**src/common/hb_pkg.sv**
```systemverilog
package hb_pkg;

  // clock: 250 MHz
  localparam int CLK_PERIOD_PS = 4000;

  // interval lengths are free choices; counts round up to whole cycles
  localparam int DEAD_NS = 100;
  localparam int STEP_BLANK_NS = 1000;
  localparam int DC_BLANK_NS = 4000;
  localparam int DEAD_CYCLES =
    (DEAD_NS * 1000 + CLK_PERIOD_PS - 1) / CLK_PERIOD_PS;
  localparam int STEP_BLANK_CYCLES =
    (STEP_BLANK_NS * 1000 + CLK_PERIOD_PS - 1) / CLK_PERIOD_PS;
  localparam int DC_BLANK_CYCLES =
    (DC_BLANK_NS * 1000 + CLK_PERIOD_PS - 1) / CLK_PERIOD_PS;

  localparam int NUM_BRIDGES = 4;

  // register byte offsets
  localparam logic [4:0] ADDR_SETUP = 5'h00;
  localparam logic [4:0] ADDR_STEP_AB = 5'h04;
  localparam logic [4:0] ADDR_STEP_CD = 5'h08;
  localparam logic [4:0] ADDR_SENSE_REF = 5'h0C;
  localparam logic [4:0] ADDR_STATUS = 5'h10;

  // field positions
  localparam int CFG_LSB = 0;
  localparam int CUR_FIRST_LSB = 11;
  localparam int CUR_SECOND_LSB = 4;
  localparam int REF_FIRST_LSB = 0;
  localparam int REF_SECOND_LSB = 4;
  localparam int STAT_SW_LSB = 0;
  localparam int STAT_CHOP_LSB = 16;
  localparam int STAT_REMAP_BIT = 20;
  localparam int STAT_SLEEP_BIT = 21;
  localparam int STAT_OCP_BIT = 22;
  localparam int STAT_TSD_BIT = 23;

  // reset values
  localparam logic [2:0] SETUP_RST = 3'h0;
  localparam logic [3:0] CUR_RST = 4'h0;
  localparam logic [3:0] REF_RST = 4'hF;

  typedef enum logic [2:0] {
    HB_CFG_TWO_STEPPER = 3'h0,
    HB_CFG_STEP_LARGE_DC = 3'h1,
    HB_CFG_STEP_TWO_DC = 3'h2,
    HB_CFG_LARGE_TWO_DC = 3'h3,
    HB_CFG_TWO_LARGE_DC = 3'h4,
    HB_CFG_FOUR_DC = 3'h5,
    HB_CFG_LARGE_STEPPER = 3'h6,
    HB_CFG_ULTRA_DC = 3'h7
  } hb_cfg_t;

  // one bridge's four switches
  typedef struct packed {
    logic plus_high;
    logic plus_low;
    logic minus_high;
    logic minus_low;
  } hb_switch_t;

  // one bridge's resolved command
  typedef struct packed {
    logic stepper;
    logic enable;
    logic direction;
  } hb_cmd_t;

endpackage

```
**src/rtl/hb_dead_time.sv**
```systemverilog
`timescale 1ns/100ps
module hb_dead_time #(
  parameter int DEAD_CYC = hb_pkg::DEAD_CYCLES
) (
  input wire logic hclk,
  input wire logic hresetn,
  input wire logic req_high,
  input wire logic req_low,
  output logic high_on,
  output logic low_on
);
  import hb_pkg::*;

  localparam int CW = $clog2(DEAD_CYC + 1);

  typedef struct packed {
    logic hi;
    logic lo;
    logic [CW-1:0] cnt;
  } hb_dt_state_t;

  hb_dt_state_t s;
  hb_dt_state_t next_s;

  always_comb begin
    next_s = s;
    if (s.cnt != '0) begin
      next_s.cnt = s.cnt - 1'b1;
    end
    // both switches off, gap counted, before any switch turns on
    if ((s.hi && !req_high) || (s.lo && !req_low)) begin
      next_s.hi = 1'b0;
      next_s.lo = 1'b0;
      next_s.cnt = CW'(DEAD_CYC);
    end else if (!s.hi && !s.lo && s.cnt == '0) begin
      next_s.hi = req_high;
      next_s.lo = req_low && !req_high;
    end
  end

  always_ff @(posedge hclk or negedge hresetn) begin
    if (!hresetn) begin
      s <= '0;
    end else begin
      s <= next_s;
    end
  end

  assign high_on = s.hi;
  assign low_on = s.lo;
endmodule // hb_dead_time

```
**src/rtl/hb_blank.sv**
```systemverilog
`timescale 1ns/100ps
module hb_blank #(
  parameter int STEP_CYC = hb_pkg::STEP_BLANK_CYCLES,
  parameter int DC_CYC = hb_pkg::DC_BLANK_CYCLES
) (
  input wire logic hclk,
  input wire logic hresetn,
  input wire logic bridge_on,
  input wire logic stepper,
  input wire logic raw_trip,
  output logic trip
);
  import hb_pkg::*;

  localparam int MAXC = (STEP_CYC > DC_CYC) ? STEP_CYC : DC_CYC;
  localparam int CW = $clog2(MAXC + 1);

  typedef struct packed {
    logic on_d;
    logic [CW-1:0] cnt;
    logic trip;
  } hb_bl_state_t;

  hb_bl_state_t s;
  hb_bl_state_t next_s;

  always_comb begin
    next_s = s;
    next_s.on_d = bridge_on;
    if (s.cnt != '0) begin
      next_s.cnt = s.cnt - 1'b1;
    end
    // window restarts at every turn-on; longer one hides dc rush current
    if (bridge_on && !s.on_d) begin
      next_s.cnt = stepper ? CW'(STEP_CYC) : CW'(DC_CYC);
    end
    next_s.trip = bridge_on && s.on_d && s.cnt == '0 && raw_trip;
  end

  always_ff @(posedge hclk or negedge hresetn) begin
    if (!hresetn) begin
      s <= '0;
    end else begin
      s <= next_s;
    end
  end

  assign trip = s.trip;
endmodule // hb_blank

```
**src/rtl/hb_motor_ctrl.sv**
```systemverilog
`timescale 1ns/100ps
// Operation
// - each side has a dead gap before its opposite switch turns on.
// - sense comparator ignored for a blanking window after bridge turn-on.
// - winding current picks one of sixteen levels from a four-bit code.
// - stepper word holds first winding code at 14:11, second at 7:4.
// - stepper bridges use only the stepper blanking window.
// - dc bridges use a separate longer blanking window.
// - dc grouping is single bridge, paired bridges, or all four.
// - config 5 drives each bridge from its own enable and direction.
// - config 5 pin remap takes effect only once sleep control is high.
// - config 3 pairs A with B on paired inputs; C, D independent.
// - A and B share one reference, C and D share another.
// - sleep or faults turn all switches off; disable or a latched chop turns off that bridge's switches; else direction map.
// - setup code selects one of eight motor arrangements.
module hb_motor_ctrl #(
  parameter int DEAD_CYC = hb_pkg::DEAD_CYCLES,
  parameter int STEP_BLANK_CYC = hb_pkg::STEP_BLANK_CYCLES,
  parameter int DC_BLANK_CYC = hb_pkg::DC_BLANK_CYCLES
) (
  input wire logic hclk,
  input wire logic hresetn,
  input wire logic hsel,
  input wire logic [31:0] haddr,
  input wire logic [1:0] htrans,
  input wire logic hwrite,
  input wire logic [2:0] hsize,
  input wire logic [31:0] hwdata,
  input wire logic hready,
  output logic hreadyout,
  output logic [31:0] hrdata,
  output logic hresp,
  input wire logic sleep_control_low,
  input wire logic [3:0] bridge_enable_x,
  input wire logic [3:0] bridge_direction_x,
  input wire logic paired_bridge_enable,
  input wire logic paired_bridge_direction,
  input wire logic overcurrent_fault,
  input wire logic thermal_shutdown_fault,
  input wire logic [3:0] sense_trip_raw,
  output hb_pkg::hb_switch_t [3:0] bridge_switch,
  output logic [15:0] winding_current_code,
  output logic [3:0] sense_reference_first_pair,
  output logic [3:0] sense_reference_second_pair
);
  import hb_pkg::*;

  typedef struct packed {
    hb_cfg_t cfg;
    logic [3:0] cur_a;
    logic [3:0] cur_b;
    logic [3:0] cur_c;
    logic [3:0] cur_d;
    logic [3:0] ref_ab;
    logic [3:0] ref_cd;
    logic dp_valid;
    logic dp_write;
    logic [4:0] dp_addr;
    logic rd_wait;
    logic [31:0] rdata;
    logic [3:0] chop;
    logic remap;
    logic [3:0] last_en;
    logic [3:0] last_dir;
    logic [15:0] cur_out;
  } hb_state_t;

  hb_state_t s;
  hb_state_t next_s;

  hb_cmd_t [3:0] cmd;
  logic [3:0] go;
  logic [3:0] trip;
  logic [3:0] group_trip;
  hb_switch_t [3:0] sw;

  // stepper bridges per arrangement
  function automatic logic is_stepper(input hb_cfg_t c, input int i);
    case (c)
      HB_CFG_TWO_STEPPER, HB_CFG_LARGE_STEPPER: is_stepper = 1'b1;
      HB_CFG_STEP_LARGE_DC, HB_CFG_STEP_TWO_DC: is_stepper = (i < 2);
      default: is_stepper = 1'b0;
    endcase
  endfunction

  // lowest bridge of the parallel group that bridge i belongs to
  function automatic int leader(input hb_cfg_t c, input int i);
    case (c)
      HB_CFG_ULTRA_DC: leader = 0;
      HB_CFG_LARGE_TWO_DC: leader = (i < 2) ? 0 : i;
      HB_CFG_TWO_LARGE_DC: leader = (i < 2) ? 0 : 2;
      HB_CFG_STEP_LARGE_DC: leader = (i < 2) ? i : 2;
      default: leader = i;
    endcase
  endfunction

  function automatic logic [31:0] read_mux(input hb_state_t st,
                                           input logic [4:0] a,
                                           input logic [31:0] stat);
    logic [31:0] r;
    r = '0;
    case (a)
      ADDR_SETUP: r[CFG_LSB +: 3] = st.cfg;
      ADDR_STEP_AB: begin
        r[CUR_FIRST_LSB +: 4] = st.cur_a;
        r[CUR_SECOND_LSB +: 4] = st.cur_b;
      end
      ADDR_STEP_CD: begin
        r[CUR_FIRST_LSB +: 4] = st.cur_c;
        r[CUR_SECOND_LSB +: 4] = st.cur_d;
      end
      ADDR_SENSE_REF: begin
        r[REF_FIRST_LSB +: 4] = st.ref_ab;
        r[REF_SECOND_LSB +: 4] = st.ref_cd;
      end
      ADDR_STATUS: r = stat;
      default: r = '0;
    endcase
    return r;
  endfunction

  logic [31:0] status;
  logic addr_phase;
  logic [3:0] code [4];

  always_comb begin
    status = '0;
    status[STAT_SW_LSB +: 16] = sw;
    status[STAT_CHOP_LSB +: 4] = s.chop;
    status[STAT_REMAP_BIT] = s.remap;
    status[STAT_SLEEP_BIT] = sleep_control_low;
    status[STAT_OCP_BIT] = overcurrent_fault;
    status[STAT_TSD_BIT] = thermal_shutdown_fault;
  end

  // large stepper runs C and D from the first word, in step with A and B
  always_comb begin
    code[0] = s.cur_a;
    code[1] = s.cur_b;
    if (s.cfg == HB_CFG_LARGE_STEPPER) begin
      code[2] = s.cur_a;
      code[3] = s.cur_b;
    end else begin
      code[2] = s.cur_c;
      code[3] = s.cur_d;
    end
  end

  // command resolution: every group member reads the leader's source
  always_comb begin
    for (int i = 0; i < NUM_BRIDGES; i++) begin
      int l;
      l = leader(s.cfg, i);
      cmd[i].stepper = is_stepper(s.cfg, i);
      if (cmd[i].stepper) begin
        cmd[i].enable = (code[i] != 4'h0);
        cmd[i].direction = bridge_direction_x[i];
      end else if (s.cfg == HB_CFG_ULTRA_DC || (l == 0 &&
                   (s.cfg == HB_CFG_LARGE_TWO_DC ||
                    s.cfg == HB_CFG_TWO_LARGE_DC))) begin
        cmd[i].enable = paired_bridge_enable;
        cmd[i].direction = paired_bridge_direction;
      end else begin
        cmd[i].enable = bridge_enable_x[l];
        cmd[i].direction = bridge_direction_x[l];
      end
      // shared pins carry bus framing until the remap has happened
      if (s.cfg == HB_CFG_FOUR_DC && !s.remap) begin
        cmd[i].enable = 1'b0;
      end
    end
  end

  // a trip anywhere in a group stops the whole group together
  always_comb begin
    for (int i = 0; i < NUM_BRIDGES; i++) begin
      group_trip[i] = 1'b0;
      for (int j = 0; j < NUM_BRIDGES; j++) begin
        if (leader(s.cfg, j) == leader(s.cfg, i)) begin
          group_trip[i] = group_trip[i] | trip[j];
        end
      end
    end
  end

  always_comb begin
    for (int i = 0; i < NUM_BRIDGES; i++) begin
      go[i] = sleep_control_low && cmd[i].enable && !s.chop[i] &&
              !overcurrent_fault && !thermal_shutdown_fault;
    end
  end

  for (genvar g = 0; g < NUM_BRIDGES; g++) begin : g_bridge
    // direction low: plus low, minus high; direction high: the reverse
    hb_dead_time #(.DEAD_CYC(DEAD_CYC)) u_plus (
      .hclk(hclk),
      .hresetn(hresetn),
      .req_high(go[g] && cmd[g].direction),
      .req_low(go[g] && !cmd[g].direction),
      .high_on(sw[g].plus_high),
      .low_on(sw[g].plus_low)
    );
    hb_dead_time #(.DEAD_CYC(DEAD_CYC)) u_minus (
      .hclk(hclk),
      .hresetn(hresetn),
      .req_high(go[g] && !cmd[g].direction),
      .req_low(go[g] && cmd[g].direction),
      .high_on(sw[g].minus_high),
      .low_on(sw[g].minus_low)
    );
    hb_blank #(
      .STEP_CYC(STEP_BLANK_CYC),
      .DC_CYC(DC_BLANK_CYC)
    ) u_blank (
      .hclk(hclk),
      .hresetn(hresetn),
      .bridge_on(sw[g].plus_high | sw[g].plus_low),
      .stepper(cmd[g].stepper),
      .raw_trip(sense_trip_raw[g]),
      .trip(trip[g])
    );
  end

  assign addr_phase = hsel && hready && htrans[1];

  always_comb begin
    next_s = s;
    // bus data phase
    if (s.dp_valid && s.dp_write) begin
      case (s.dp_addr)
        ADDR_SETUP: next_s.cfg = hb_cfg_t'(hwdata[CFG_LSB +: 3]);
        ADDR_STEP_AB: begin
          next_s.cur_a = hwdata[CUR_FIRST_LSB +: 4];
          next_s.cur_b = hwdata[CUR_SECOND_LSB +: 4];
        end
        ADDR_STEP_CD: begin
          next_s.cur_c = hwdata[CUR_FIRST_LSB +: 4];
          next_s.cur_d = hwdata[CUR_SECOND_LSB +: 4];
        end
        ADDR_SENSE_REF: begin
          next_s.ref_ab = hwdata[REF_FIRST_LSB +: 4];
          next_s.ref_cd = hwdata[REF_SECOND_LSB +: 4];
        end
        default: next_s.cfg = s.cfg;
      endcase
    end
    // reads spend one wait cycle so read data leaves a flip-flop
    if (s.dp_valid && !s.dp_write && s.rd_wait) begin
      next_s.rdata = read_mux(s, s.dp_addr, status);
      next_s.rd_wait = 1'b0;
    end else if (hreadyout) begin
      next_s.dp_valid = addr_phase;
      next_s.dp_write = hwrite;
      next_s.dp_addr = haddr[4:0] & {5{haddr[31:5] == '0}} |
                       {5{haddr[31:5] != '0}};
      next_s.rd_wait = addr_phase && !hwrite;
    end
    // remap latches while sleep control is high and holds until config leaves 5
    if (s.cfg != HB_CFG_FOUR_DC) begin
      next_s.remap = 1'b0;
    end else if (sleep_control_low) begin
      next_s.remap = 1'b1;
    end
    // chop latch: new command clears, a trip in the same cycle wins
    for (int i = 0; i < NUM_BRIDGES; i++) begin
      logic clr;
      clr = !cmd[i].enable || cmd[i].enable != s.last_en[i] ||
            cmd[i].direction != s.last_dir[i];
      next_s.chop[i] = group_trip[i] | (s.chop[i] & !clr);
      next_s.last_en[i] = cmd[i].enable;
      next_s.last_dir[i] = cmd[i].direction;
      next_s.cur_out[4*i +: 4] = cmd[i].stepper ? code[i] : 4'h0;
    end
  end

  always_ff @(posedge hclk or negedge hresetn) begin
    if (!hresetn) begin
      s <= '0;
      s.cfg <= hb_cfg_t'(SETUP_RST);
      s.cur_a <= CUR_RST;
      s.cur_b <= CUR_RST;
      s.cur_c <= CUR_RST;
      s.cur_d <= CUR_RST;
      s.ref_ab <= REF_RST;
      s.ref_cd <= REF_RST;
    end else begin
      s <= next_s;
    end
  end

  assign hreadyout = !(s.dp_valid && !s.dp_write && s.rd_wait);
  assign hrdata = s.rdata;
  assign hresp = 1'b0;
  assign bridge_switch = sw;
  assign winding_current_code = s.cur_out;
  // comparator references shared per pair
  assign sense_reference_first_pair = s.ref_ab;
  assign sense_reference_second_pair = s.ref_cd;
endmodule // hb_motor_ctrl

```
**config.mk**
```make
export PLATFORM = sky130hd
export DESIGN_NAME = hb_motor_ctrl
export DESIGN_NICKNAME = d
export VERILOG_FILES = /design/src/common/hb_pkg.sv /design/src/rtl/hb_dead_time.sv /design/src/rtl/hb_blank.sv /design/src/rtl/hb_motor_ctrl.sv
export SDC_FILE = /design/constraint.sdc
export NUM_CORES = 1
export LEC_CHECK = 0
export BUFFER_PORTS_ARGS = -buffer_cell sky130_fd_sc_hd__buf_2
export CAP_MARGIN = 10
export CORE_MARGIN = 1
export CORE_UTILIZATION = 40
export CTS_BUF_LIST = sky130_fd_sc_hd__clkbuf_8
export DETAILED_ROUTE_END_ITERATION = 6
export GPL_ROUTABILITY_DRIVEN = 0
export HOLD_SLACK_MARGIN = 0.1
export PLACE_DENSITY = 0.65
export SLEW_MARGIN = 15
export SYNTH_ARGS = -nofsm -noshare
export SYNTH_HDL_FRONTEND = slang
export SYNTH_HIERARCHICAL = 1
export SYNTH_SLANG_ARGS = --single-unit
```
**constraint.sdc**
```tcl
create_clock -name hclk -period 3 [get_ports hclk]
set_clock_uncertainty 0.1 [all_clocks]
set_input_delay 0.45 -clock hclk [delete_from_list [all_inputs] [get_ports hclk]]
set_output_delay 0.45 -clock hclk [all_outputs]
set_load 0.02 [all_outputs]
```
-- Word level (Yosys, flattened, before mapping)
Index checks and enable logic that the tools add are counted.
- $add $sub $neg: 12
- multiply operators: 0
- div/mod/pow operators: 0
- magnitude comparators: 3
- equal/unequal tests: 26
- shift-type cells: 0
- muxes and demuxes: 103
- bitwise logic cells: 26
- reduce and logical (&&, ||, !) cells: 225
- operator list (kind ; count):
    $eq 32x32->1 ; 6
    $mux 10 ; 10
    $logic_not 32->1 ; 3
    $lt 32x4->1 const B ; 3
    $logic_and 1x1->1 ; 90
    $mux 5 ; 16
    $logic_not 1->1 ; 50
    $mux 2 ; 25
    $logic_not 5->1 ; 9
    $reduce_bool 2->1 ; 21
    $logic_not 10->1 ; 4
    $reduce_bool 10->1 ; 4
    $reduce_bool 5->1 ; 8
    $sub 10x1->10 const B ; 4
    $sub 5x1->5 const B ; 8
    $mux 1 ; 34
    $logic_not 27->1 ; 1
    $reduce_bool 27->1 ; 1
    $logic_or 1x1->1 ; 21
    $or 1x1->1 ; 20
    $mux 4 ; 4
    $pmux 4 s4 ; 1
    $reduce_bool 4->1 ; 4
    $bmux 1 s2 ; 6
    other kinds (23) ; 42
- register bits after elaboration: 200
- latch bits: 0
- bits in writable memories: 0
- bits in read-only memories: 0
- input port bits: 91
- output and inout bits: 74
- logic and storage cells: 448
- memories: 0

-- Depth between registers and ports, before layout
Gate-level depths: netlist of the first run.
- depth after elaboration: 18
- gate-level depth with buffers: 13
- mapped depth without buffers: 11

-- Modules after synthesis
The synthesis of the first run kept the hierarchy.
- by module, submodules not included (module ; instances ; cells each ; area each (µm²)):
    hb_motor_ctrl ; 1 ; 446 ; 4554.4
    hb_dead_time (g_bridge[0].u_minus ...) ; 7 ; 33 ; 352.8
    hb_blank ; 4 ; 59 ; 616.8
    hb_dead_time (g_bridge[3].u_plus) ; 1 ; 34 ; 351.6

-- Least setup slack after synthesis of the first run
OpenSTA, ideal clock, no wires.
- path type: reg-to-reg
- from: reg s[94] (netlist name)
- to: reg g_bridge[3].u_plus/s[3] (netlist bit)
- setup time: 0.124 ns
- arrival time: 2.866 ns
- slack: -0.090 ns
- cell stages (with the launch flop): 13
- buffers on the path: 2
- clock period less this slack: 3.090 ns
- path through: dfrtp_1 > buf_6 > and3_1 > buf_2 > inv_1 > ha_1 > a2111oi_4 > a2111oi_4 > inv_1 > nor4_1 > nand2b_1 > o21ai_0 > a211o_1
- RTL lines (what ; RTL line ; RTL):
    to (signal assigned) ; hb_dead_time.sv:45 ; s <= next_s;
    to (decl) ; hb_dead_time.sv:22 ; hb_dt_state_t s;

==> results_dict.tcl, run 1 <==
set metrics [dict create \
    synth_flop_cell "dfrtp_1" \
    die_h_um 158.9 \
    ys_types 74 \
    cts_buffers 17 \
    whs_path_depth 3 \
    slowest_stage "dfrtp_1" \
    fin_hold_ws_ps 130.1 \
    ir_worst_vdd_v 0.0002893 \
    critPathKind "reg2reg" \
    r2r-end "g_bridge[1].u_plus/high_on" \
    grt-ovfl-total 0 \
    synth.avg_cell_area_um2 10.39 \
    io_pins 165 \
    grtUsageTotal_pct 18.11 \
    dr.pass1.iters 5 \
    clk_pin_slew_worst_paths_ps 100 \
    start_util_pct 40.59 \
    final_core_util_pct 45.85 \
    holdPathEnd "s[68]" \
    place_area_mm2 0.01059 \
    crit_chain "buf_12 > or2_2 > o21ai_4 > mux2_2 > o21ai_1 > nor4_1 > buf_4 > nand2b_1 > o2bb2ai_2 > and2_1" \
    post-place-ws_ps 7.182 \
    r2r_slack_ps 150 \
    dieArea_mm2 0.02524 \
    cts.htree.levels 4 \
    route.detailed.drc 0 \
    ys_warn_count 6 \
    core_mm2 0.02425 \
    ys_async_sr_fraction_pct 100.0 \
    grt_first_pass_wirelength_mm 36.20 \
    worstHoldStart "hready" \
    clk_path_buf_depth 2 \
    slew_violations 0 \
    p_leak_nw 5.496 \
    drv_cap 0 \
    syn_to_final_growth_pct 12.95 \
    min_period_ps 2853 \
    layout_common_cells "dfrtp_1, buf_2, nor2_1" \
    status "finished, final reports clean" \
    path_max_fanout 15 \
    cts_setup_buffers 0 \
    clock.fmax_mhz 350.5 \
    reg2reg_from "s[94]" \
    avgRoutedWirePerCell_um 16.09 \
    cts_root_buffer "clkbuf_8" \
    start_kind "flip-flop" \
    io_buffers 131 \
    insertion_delay_ps 460 \
    cp-startpoint "s[94]" \
    ant_nets 0 \
    max-slew-margin-rel_pct 55.99 \
    rsz0062_at_grt "true" \
    hold_path_class "in2reg" \
    drtIter0Drc 419 \
    cts_tree "done" \
    grt_pass1_vias 6931 \
    dieWidth_um 158.9 \
    cp.arrival_ps 3110 \
    grt_max_degree 79 \
    worstPathRequired_ps 3250 \
    vias 7243 \
    postSynthCellCount 947 \
    tightest_slew_ps 660.1 \
    crit_path_end_kind "flip-flop" \
    synth_seq_cells 192 \
    p_per_area_mw_per_mm2 692.0 \
    cts_sinks 192 \
    yosysSeqAreaShare_pct 48.91 \
    nets 1151 \
    drive_above_1_share_pct 27.57 \
    min_period_over_period_pct 95.10 \
    timing_hold_violations_final 0 \
    layout_commonest_cell "dfrtp_1" \
    dp_hpwl_mm 16.58 \
    synth-edff-count 0 \
    rows 57 \
    antenna_found_initial 1 \
    critPathMaxStageDelay_ps 440 \
    fin_ws_ps 146.9 \
    avgViaCountPerCell 5.233 \
    finalSetupViolCount 0 \
    syn_area_mm2 0.009843 \
    worst-r2r-cell-count 10 \
    drt-total-wl_mm 22.27 \
    postLayoutCellArea_mm2 0.01112 \
]
cells in the mapped netlist, types with 5 or more instances:
master,instances,area (um2)
a222oi_1,7,70.07
mux2i_1,15,150.1
a21oi_1,34,170.2
a22oi_1,6,45.04
o2bb2ai_2,7,105.1
ha_1,14,175.2
a21o_1,8,60.06
nor3_1,17,85.08
or2b_1,12,90.09
a211oi_2,8,100.1
nor4_1,25,156.4
inv_1,43,161.4
nand2_1,68,255.2
or3_1,11,68.82
buf_2,16,80.08
or4b_4,5,68.82
o211a_1,7,70.07
xnor2_1,15,131.4
mux2_2,30,337.8
nand2b_1,22,137.6
buf_6,6,67.56
or2_2,6,37.54
and2_1,20,125.1
nand3_1,33,165.2
nand3b_1,9,67.56
clkbuf_1,11,41.29
nor2b_1,17,106.4
o21ai_0,25,125.1
a211o_1,8,70.07
a221oi_1,6,52.55
buf_4,59,442.9
dfstp_2,8,210.2
nor2_1,85,319.1
or4b_1,8,80.08
dfrtp_1,184,4604
a31oi_1,5,31.28
critical path: cells and delay by family (launching register included):
kind	cells	cell delay, ps
flip-flops	1	440
AO/OA/AOI/OAI	3	750
buffers and inverters	2	330
AND/OR/NAND/NOR	4	740
multiplexers	1	370
per-stage QoR:
stage | total power [W] | instances | setup TNS [ps]
floorplan | 0.005402 | 955 | 0
global placement | 0.005767 | 1347 | 0
detailed placement | 0.005873 | 1347 | 0
CTS | 0.007770 | 1383 | 0
global route | 0.008257 | 1383 | -7.773
finish | 0.007694 | 1384 | 0
registers in the layout, summed over array words and instances (netlist names):
name,count
hrdata,24
winding_current_code,16
code,8
g_bridge.u_plus/s,20
g_bridge.u_blank/trip,4
sense_reference_first_pair,4
s,32
g_bridge.u_minus/s,20
g_bridge.u_plus/high_on,4
g_bridge.u_plus/low_on,4
sense_reference_second_pair,4
g_bridge.u_minus/low_on,4
g_bridge.u_minus/high_on,4
g_bridge.u_blank/s,44
worst max-delay path by stage:
stage / cells past startpoint / endpoint
detailed placement: 10 / g_bridge[0].u_plus/s[3]
CTS: 10 / g_bridge[0].u_plus/s[3]
finish: 10 / g_bridge[1].u_plus/high_on
global route: 10 / g_bridge[0].u_plus/s[3]
global placement: 12 / g_bridge[3].u_plus/s[3]
floorplan: 12 / g_bridge[3].u_plus/s[3]
logic make-up (layout without fill, tap and decap cells):
family          after synthesis  in the layout  share of synthesized area, %
compound gates              170            170                         13.65
xor+xnor                     17             17                         1.513
fa+ha+maj                    14             14                         1.780
buf+inv                     136            240                         8.097
flops                       192            192                         48.91
mux                          49             49                         5.568
other cells                   1             10                       0.03810
simple gates                368            368                         20.44
per-layer routing:
metal	routed length [um]	share of wire [%]	GRT usage [%]	up-vias
met5	0	0	0	-
li1	-	-	-	3488
met4	185	0.83	4.021	0
met3	1074	4.8	3.866	13
met1	10500	47	25.41	3583
met2	10510	47	28.69	159
report_power, final:
group	total [W]	switching [W]	leakage, nW	internal, W
clock	0.00187	0.000911	0.224	0.000955
sequential	0.00369	0.000520	2.43	0.00317
combinational	0.00214	0.00101	2.85	0.00113
final cells by class:
class / count / area (um2)
fill: 2342 / 13130
sequential: 192 / 4815
multi-input combinational: 627 / 4322
timing repair buffer: 165 / 967.2
tap: 324 / 405.4
clock buffer: 19 / 261.5
clock inverter: 13 / 183.9
inverter: 43 / 161.4
antenna: 1 / 2.502
what timing repair did:
action	4_1_cts	5_1_grt
hold buffers	4	0
endpoints found under the setup margin	3	14
endpoints found under the hold margin	78	0
pin swaps	0	1
resized for setup	3	8
Power figures use the tool's default switching activity.
==> inputs of run 2 (changes only) <==
--- a/config.mk
+++ b/config.mk
@@ -9,7 +9,8 @@
 export CAP_MARGIN = 10
 export CORE_MARGIN = 1
 export CORE_UTILIZATION = 40
-export CTS_BUF_LIST = sky130_fd_sc_hd__clkbuf_8
+export CTS_BUF_LIST = sky130_fd_sc_hd__clkbuf_16
+export CTS_CLUSTER_SIZE = 8
 export DETAILED_ROUTE_END_ITERATION = 6
 export GPL_ROUTABILITY_DRIVEN = 0
 export HOLD_SLACK_MARGIN = 0.1
==> results_dict.tcl, run 2 (synthesis gave the netlist of run 1 again) <==
set metrics [dict create \
    clk_path_buf_depth 2 \
    min_period_ps 2852 \
    holdPathEnd "hrdata[22]" \
    p_leak_nw 5.562 \
    grt_pass1_vias 7002 \
    crit_path_end_kind "flip-flop" \
    fin_ws_ps 147.7 \
    grt-ovfl-total 0 \
    min_period_over_period_pct 95.08 \
    start_kind "flip-flop" \
    gr-usage-met3_pct 3.657 \
    antenna_found_initial 1 \
    dr.pass1.iters 6 \
    fillers 2329 \
    cts_setup_buffers 0 \
    grtUsageTotal_pct 18.43 \
    rows 57 \
    cp.arrival_ps 3070 \
    drive_above_1_share_pct 27.34 \
    grt_use_met2_pct 28.99 \
    die_h_um 158.9 \
    nets 1149 \
    max-slew-margin-rel_pct 56.20 \
    vias 7281 \
    status "finished, final reports clean" \
    whs_path_depth 3 \
    slew_violations 0 \
    cts.htree.levels 4 \
    post-place-ws_ps 7.182 \
    layout_commonest_cell "dfrtp_1" \
    finalSetupViolCount 0 \
    dieArea_mm2 0.02524 \
    rsz0062_at_grt "true" \
    core_mm2 0.02425 \
    route.detailed.drc 0 \
    worst-r2r-cell-count 10 \
    p_per_area_mw_per_mm2 729.9 \
    insertion_delay_ps 440 \
    layout_common_cells "dfrtp_1, buf_2, nor2_1" \
    syn_to_final_growth_pct 14.45 \
    avgRoutedWirePerCell_um 16.25 \
    critPathKind "reg2reg" \
    r2r-end "g_bridge[0].u_plus/s[3]" \
    clock.fmax_mhz 350.6 \
    ant_nets 0 \
    avgViaCountPerCell 5.268 \
    ir_worst_vdd_v 0.0003186 \
    largest_reg_flops 44 \
    io_buffers 131 \
    drt-total-wl_mm 22.45 \
    final_core_util_pct 46.46 \
    timing_hold_violations_final 0 \
    hold_path_class "in2reg" \
    io_pins 165 \
    top_usage_layer "met2" \
    drtIter0Drc 455 \
    grt_max_degree 79 \
    cts_tree "done" \
    dp.cells 1347 \
    fin_cells 1382 \
    grt_first_pass_wirelength_mm 36.75 \
    r2r_slack_ps 150 \
    met1_usage_pct 25.54 \
    tightest_slew_ps 656.9 \
    drv_cap 0 \
    path_max_fanout 7 \
    cts_root_buffer "clkbuf_16" \
    cts_sinks 192 \
    start_util_pct 40.59 \
    clk_pin_slew_worst_paths_ps 70 \
    worstPathRequired_ps 3210 \
    cts_buffers 17 \
    worstHoldStart "overcurrent_fault" \
    seq_area_mm2 0.004815 \
    dieWidth_um 158.9 \
    dp_hpwl_mm 16.58 \
    reg2reg_from "s[93]" \
    largest-register "g_bridge.u_blank/s" \
    multi_input_area_mm2 0.004318 \
]
run 2: area by class of cell:
cell class              instances  area share, %
well taps                     324          3.598
multi-input cells             627          38.33
diodes                          1        0.02221
repair buffers                163          8.407
flip-flops and latches        192          42.74
clock buffers                  17          3.776
inverters                      43          1.433
clock inverters                15          1.699
run 2: worst max-delay path by stage:
stage                                         end  startpoint  slack (ps)  cells past startpoint
final                     g_bridge[0].u_plus/s[3]       s[93]         150                     10
after global routing      g_bridge[0].u_plus/s[3]       s[93]          -6                     10
after CTS                 g_bridge[0].u_plus/s[3]       s[93]          40                     10
after detailed placement  g_bridge[0].u_plus/s[3]       s[93]           7                     10
after global placement    g_bridge[3].u_plus/s[3]       s[94]           2                     12
after floorplan           g_bridge[3].u_plus/s[3]       s[94]          20                     12
run 2: power breakdown:
part           internal [W]  switching (W)  total, W
clock               0.00139       0.000989   0.00238
combinational       0.00113        0.00102   0.00214
sequential          0.00318       0.000523   0.00370
total               0.00569        0.00253   0.00822
run 2: metal layers:
metal / up-vias / routed length [um]
li1: 3487 / -
met1: 3608 / 10590
met2: 162 / 10520
met4: 0 / 386
met3: 24 / 956
met5: - / 0
run 2: timing repair:
item                       4_1_cts  5_1_grt
setup endpoints to repair        4       14
resized for setup                3        7
pin swaps                        0        1
hold endpoints to repair        75        0
hold buffers                     2        0
run 2: stage by stage:
| stage | hold slack, ps | setup TNS [ps] | instance area, um2 | power, W |
|---|---|---|---|---|
| 3_3_place_gp | 346.8 | 0 | 10590 | 0.005767 |
| 6_report | 141.7 | 0 | 11270 | 0.008223 |
| 3_5_place_dp | 350.0 | 0 | 10590 | 0.005873 |
| 4_1_cts | 125.7 | 0 | 11240 | 0.008297 |
| 2_1_floorplan | 54.41 | 0 | 9886 | 0.005402 |
| 5_1_grt | 137.6 | -5.726 | 11260 | 0.008773 |
run 2: worst max-delay path, stage by stage (launching register included):
cell and delay [ps]:
dfrtp_1 410, buf_4 170, or2_2 330, o21ai_4 260, mux2i_2 320, inv_1 100
nor4_2 310, buf_4 190, nand2b_1 170, nand2_1 140, a211o_1 250
==> inputs of run 3 (changes only) <==
--- a/config.mk
+++ b/config.mk
@@ -6,7 +6,7 @@
 export NUM_CORES = 1
 export LEC_CHECK = 0
 export BUFFER_PORTS_ARGS = -buffer_cell sky130_fd_sc_hd__buf_2
-export CAP_MARGIN = 10
+export CAP_MARGIN = 20
 export CORE_MARGIN = 1
 export CORE_UTILIZATION = 40
 export CTS_BUF_LIST = sky130_fd_sc_hd__clkbuf_16
==> constraint.sdc (replaced) <==
create_clock -name hclk -period 3 [get_ports hclk]
set_clock_uncertainty 0.1 [all_clocks]
set_input_delay 0 -clock hclk [delete_from_list [all_inputs] [get_ports hclk]]
set_output_delay 0 -clock hclk [all_outputs]
set_load 0.02 [all_outputs]
==> results_dict.tcl, run 3 (synthesis gave the netlist of run 1 again) <==
set metrics [dict create \
    p_per_area_mw_per_mm2 694.1 \
    grt-ovfl-total 0 \
    clk_pin_slew_worst_paths_ps 70 \
    cts_sinks 192 \
    syn_to_final_growth_pct 18.89 \
    drv_cap 0 \
    dr.pass1.iters 5 \
    worstHoldStart "bridge_enable_x[3]" \
    min_period_ps 2855 \
    fin_ws_ps 144.7 \
    avgViaCountPerCell 5.252 \
    largest_reg_flops 44 \
    worstPathRequired_ps 3230 \
    grt_pass1_vias 7285 \
    whs_path_depth 5 \
    nets 1196 \
    p_leak_nw 5.730 \
    insertion_delay_ps 440 \
    critPathKind "reg2reg" \
    grt_max_degree 71 \
    cp-startpoint "s[94]" \
    die_h_um 158.9 \
    worst-r2r-cell-count 10 \
    clock.fmax_mhz 350.2 \
    antenna_found_initial 0 \
    ant_nets 0 \
    grtUsageTotal_pct 18.93 \
    route.detailed.drc 0 \
    cts_buffers 17 \
    largest-register "g_bridge.u_blank/s" \
    io_buffers 131 \
    fillers 2300 \
    layout_common_cells "dfrtp_1, buf_2, nor2_1" \
    cts_root_buffer "clkbuf_16" \
    min_period_over_period_pct 95.18 \
    start_util_pct 40.59 \
    cts.htree.levels 4 \
    layout_commonest_cell "dfrtp_1" \
    crit_path_end_kind "flip-flop" \
    start_kind "flip-flop" \
    dp_hpwl_mm 16.57 \
    rows 57 \
    finalSetupViolCount 0 \
    io_pins 165 \
    vias 7500 \
    r2r_slack_ps 140 \
    multi_input_area_mm2 0.004334 \
    hold_path_class "in2reg" \
    core_mm2 0.02425 \
    drive_above_1_share_pct 26.90 \
    setup_tns_ps 0 \
    cp.arrival_ps 3080 \
    r2r-end "g_bridge[1].u_plus/s[3]" \
    reg2reg_from "s[94]" \
    cts_tree "done" \
    dieArea_mm2 0.02524 \
    post-place-ws_ps 87.42 \
    avgRoutedWirePerCell_um 16.14 \
    ir_worst_vdd_v 0.0003159 \
    dieWidth_um 158.9 \
    fin_hold_ws_ps 154.5 \
    cts_setup_buffers 0 \
    drt-total-wl_mm 23.05 \
    drtIter0Drc 449 \
    timing_hold_violations_final 0 \
    slew_violations 0 \
    antenna-diode-count 0 \
    path_max_fanout 11 \
    clk_path_buf_depth 2 \
    seq_area_mm2 0.004816 \
    tightest_slew_ps 554.8 \
    status "finished, final reports clean" \
    grt_first_pass_wirelength_mm 38.08 \
    holdPathEnd "s[23]" \
    max-slew-margin-rel_pct 62.71 \
]
==> run 3: cell types whose count changed in the layout (fill, tap and decap cells not counted), moves of 2 or more <==
| cell | previous run | this run |
|---|---|---|
| dlygate4sd3_1 | 2 | 49 |
| bufinv_16 | 4 | 1 |
| inv_6 | 2 | 5 |
| inv_8 | 0 | 3 |
| nand2_1 | 68 | 65 |
| nand2_2 | 0 | 3 |
| buf_12 | 3 | 1 |
| clkinv_1 | 2 | 0 |
==> run 3: layout make-up <==
cell class / count / area share (%)
Clock buffer: 17 / 3.635
Tap cell: 324 / 3.464
Inverter: 43 / 1.379
Timing Repair Buffer: 210 / 12.07
Clock inverter: 15 / 1.262
Sequential cell: 192 / 41.15
Multi-Input combinational cell: 627 / 37.04
==> run 3: worst max-delay path by stage <==
| stage | to | slack (ps) | cells after the start |
|---|---|---|---|
| 4_1_cts | g_bridge[3].u_minus/s[3] | 50 | 12 |
| 6_report | g_bridge[1].u_plus/s[3] | 140 | 10 |
| 5_1_grt | g_bridge[0].u_minus/s[3] | -2 | 10 |
| 2_1_floorplan | g_bridge[3].u_plus/s[3] | 20 | 12 |
| 3_3_place_gp | g_bridge[3].u_minus/s[3] | 110 | 12 |
| 3_5_place_dp | g_bridge[3].u_minus/s[3] | 90 | 12 |
==> run 3: power breakdown <==
part	switching [W]	total, W	internal, W	leakage [nW]
combinational	0.00103	0.00219	0.00116	3.02
clock	0.00106	0.00223	0.00117	0.285
sequential	0.000523	0.00370	0.00318	2.43
total	0.00261	0.00812	0.00551	5.73
==> run 3: per-stage QoR <==
step / total power [W] / std cells / utilization [%] / instance area [um2]
after floorplan: 0.005402 / 955 / - / 9886
after detailed placement: 0.005875 / 1346 / 43.52 / 10550
final: 0.008122 / 1428 / 48.26 / 11700
after CTS: 0.008184 / 1428 / 48.02 / 11640
after global routing: 0.008676 / 1428 / 48.26 / 11700
after global placement: 0.005766 / 1346 / 43.52 / 10550
==> run 3: critical path, stage by stage, from the launching register on <==
cell      delay, ps
dfrtp_2         440
buf_4           180
or2_2           320
o21ai_4         300
mux2i_2         320
inv_1            90
nor4_1          280
buf_4           180
nand2b_1        150
nand2_1         140
a211o_1         250
==> run 3: per-layer routing <==
metal	wire length [um]	vias to the layer above	global-route usage [%]	share of wire, %
li1	-	3595	-	-
met1	10980	3714	26.76	48
met2	10720	164	29.65	47
met3	934	27	3.318	4.1
met4	401	0	5.594	1.7
met5	0	-	0	0
==> run 3: timing repair <==
item,CTS,global route
resized for setup,0,15
endpoints found under the hold margin,241,0
hold buffers,50,0
endpoints found under the setup margin,0,26
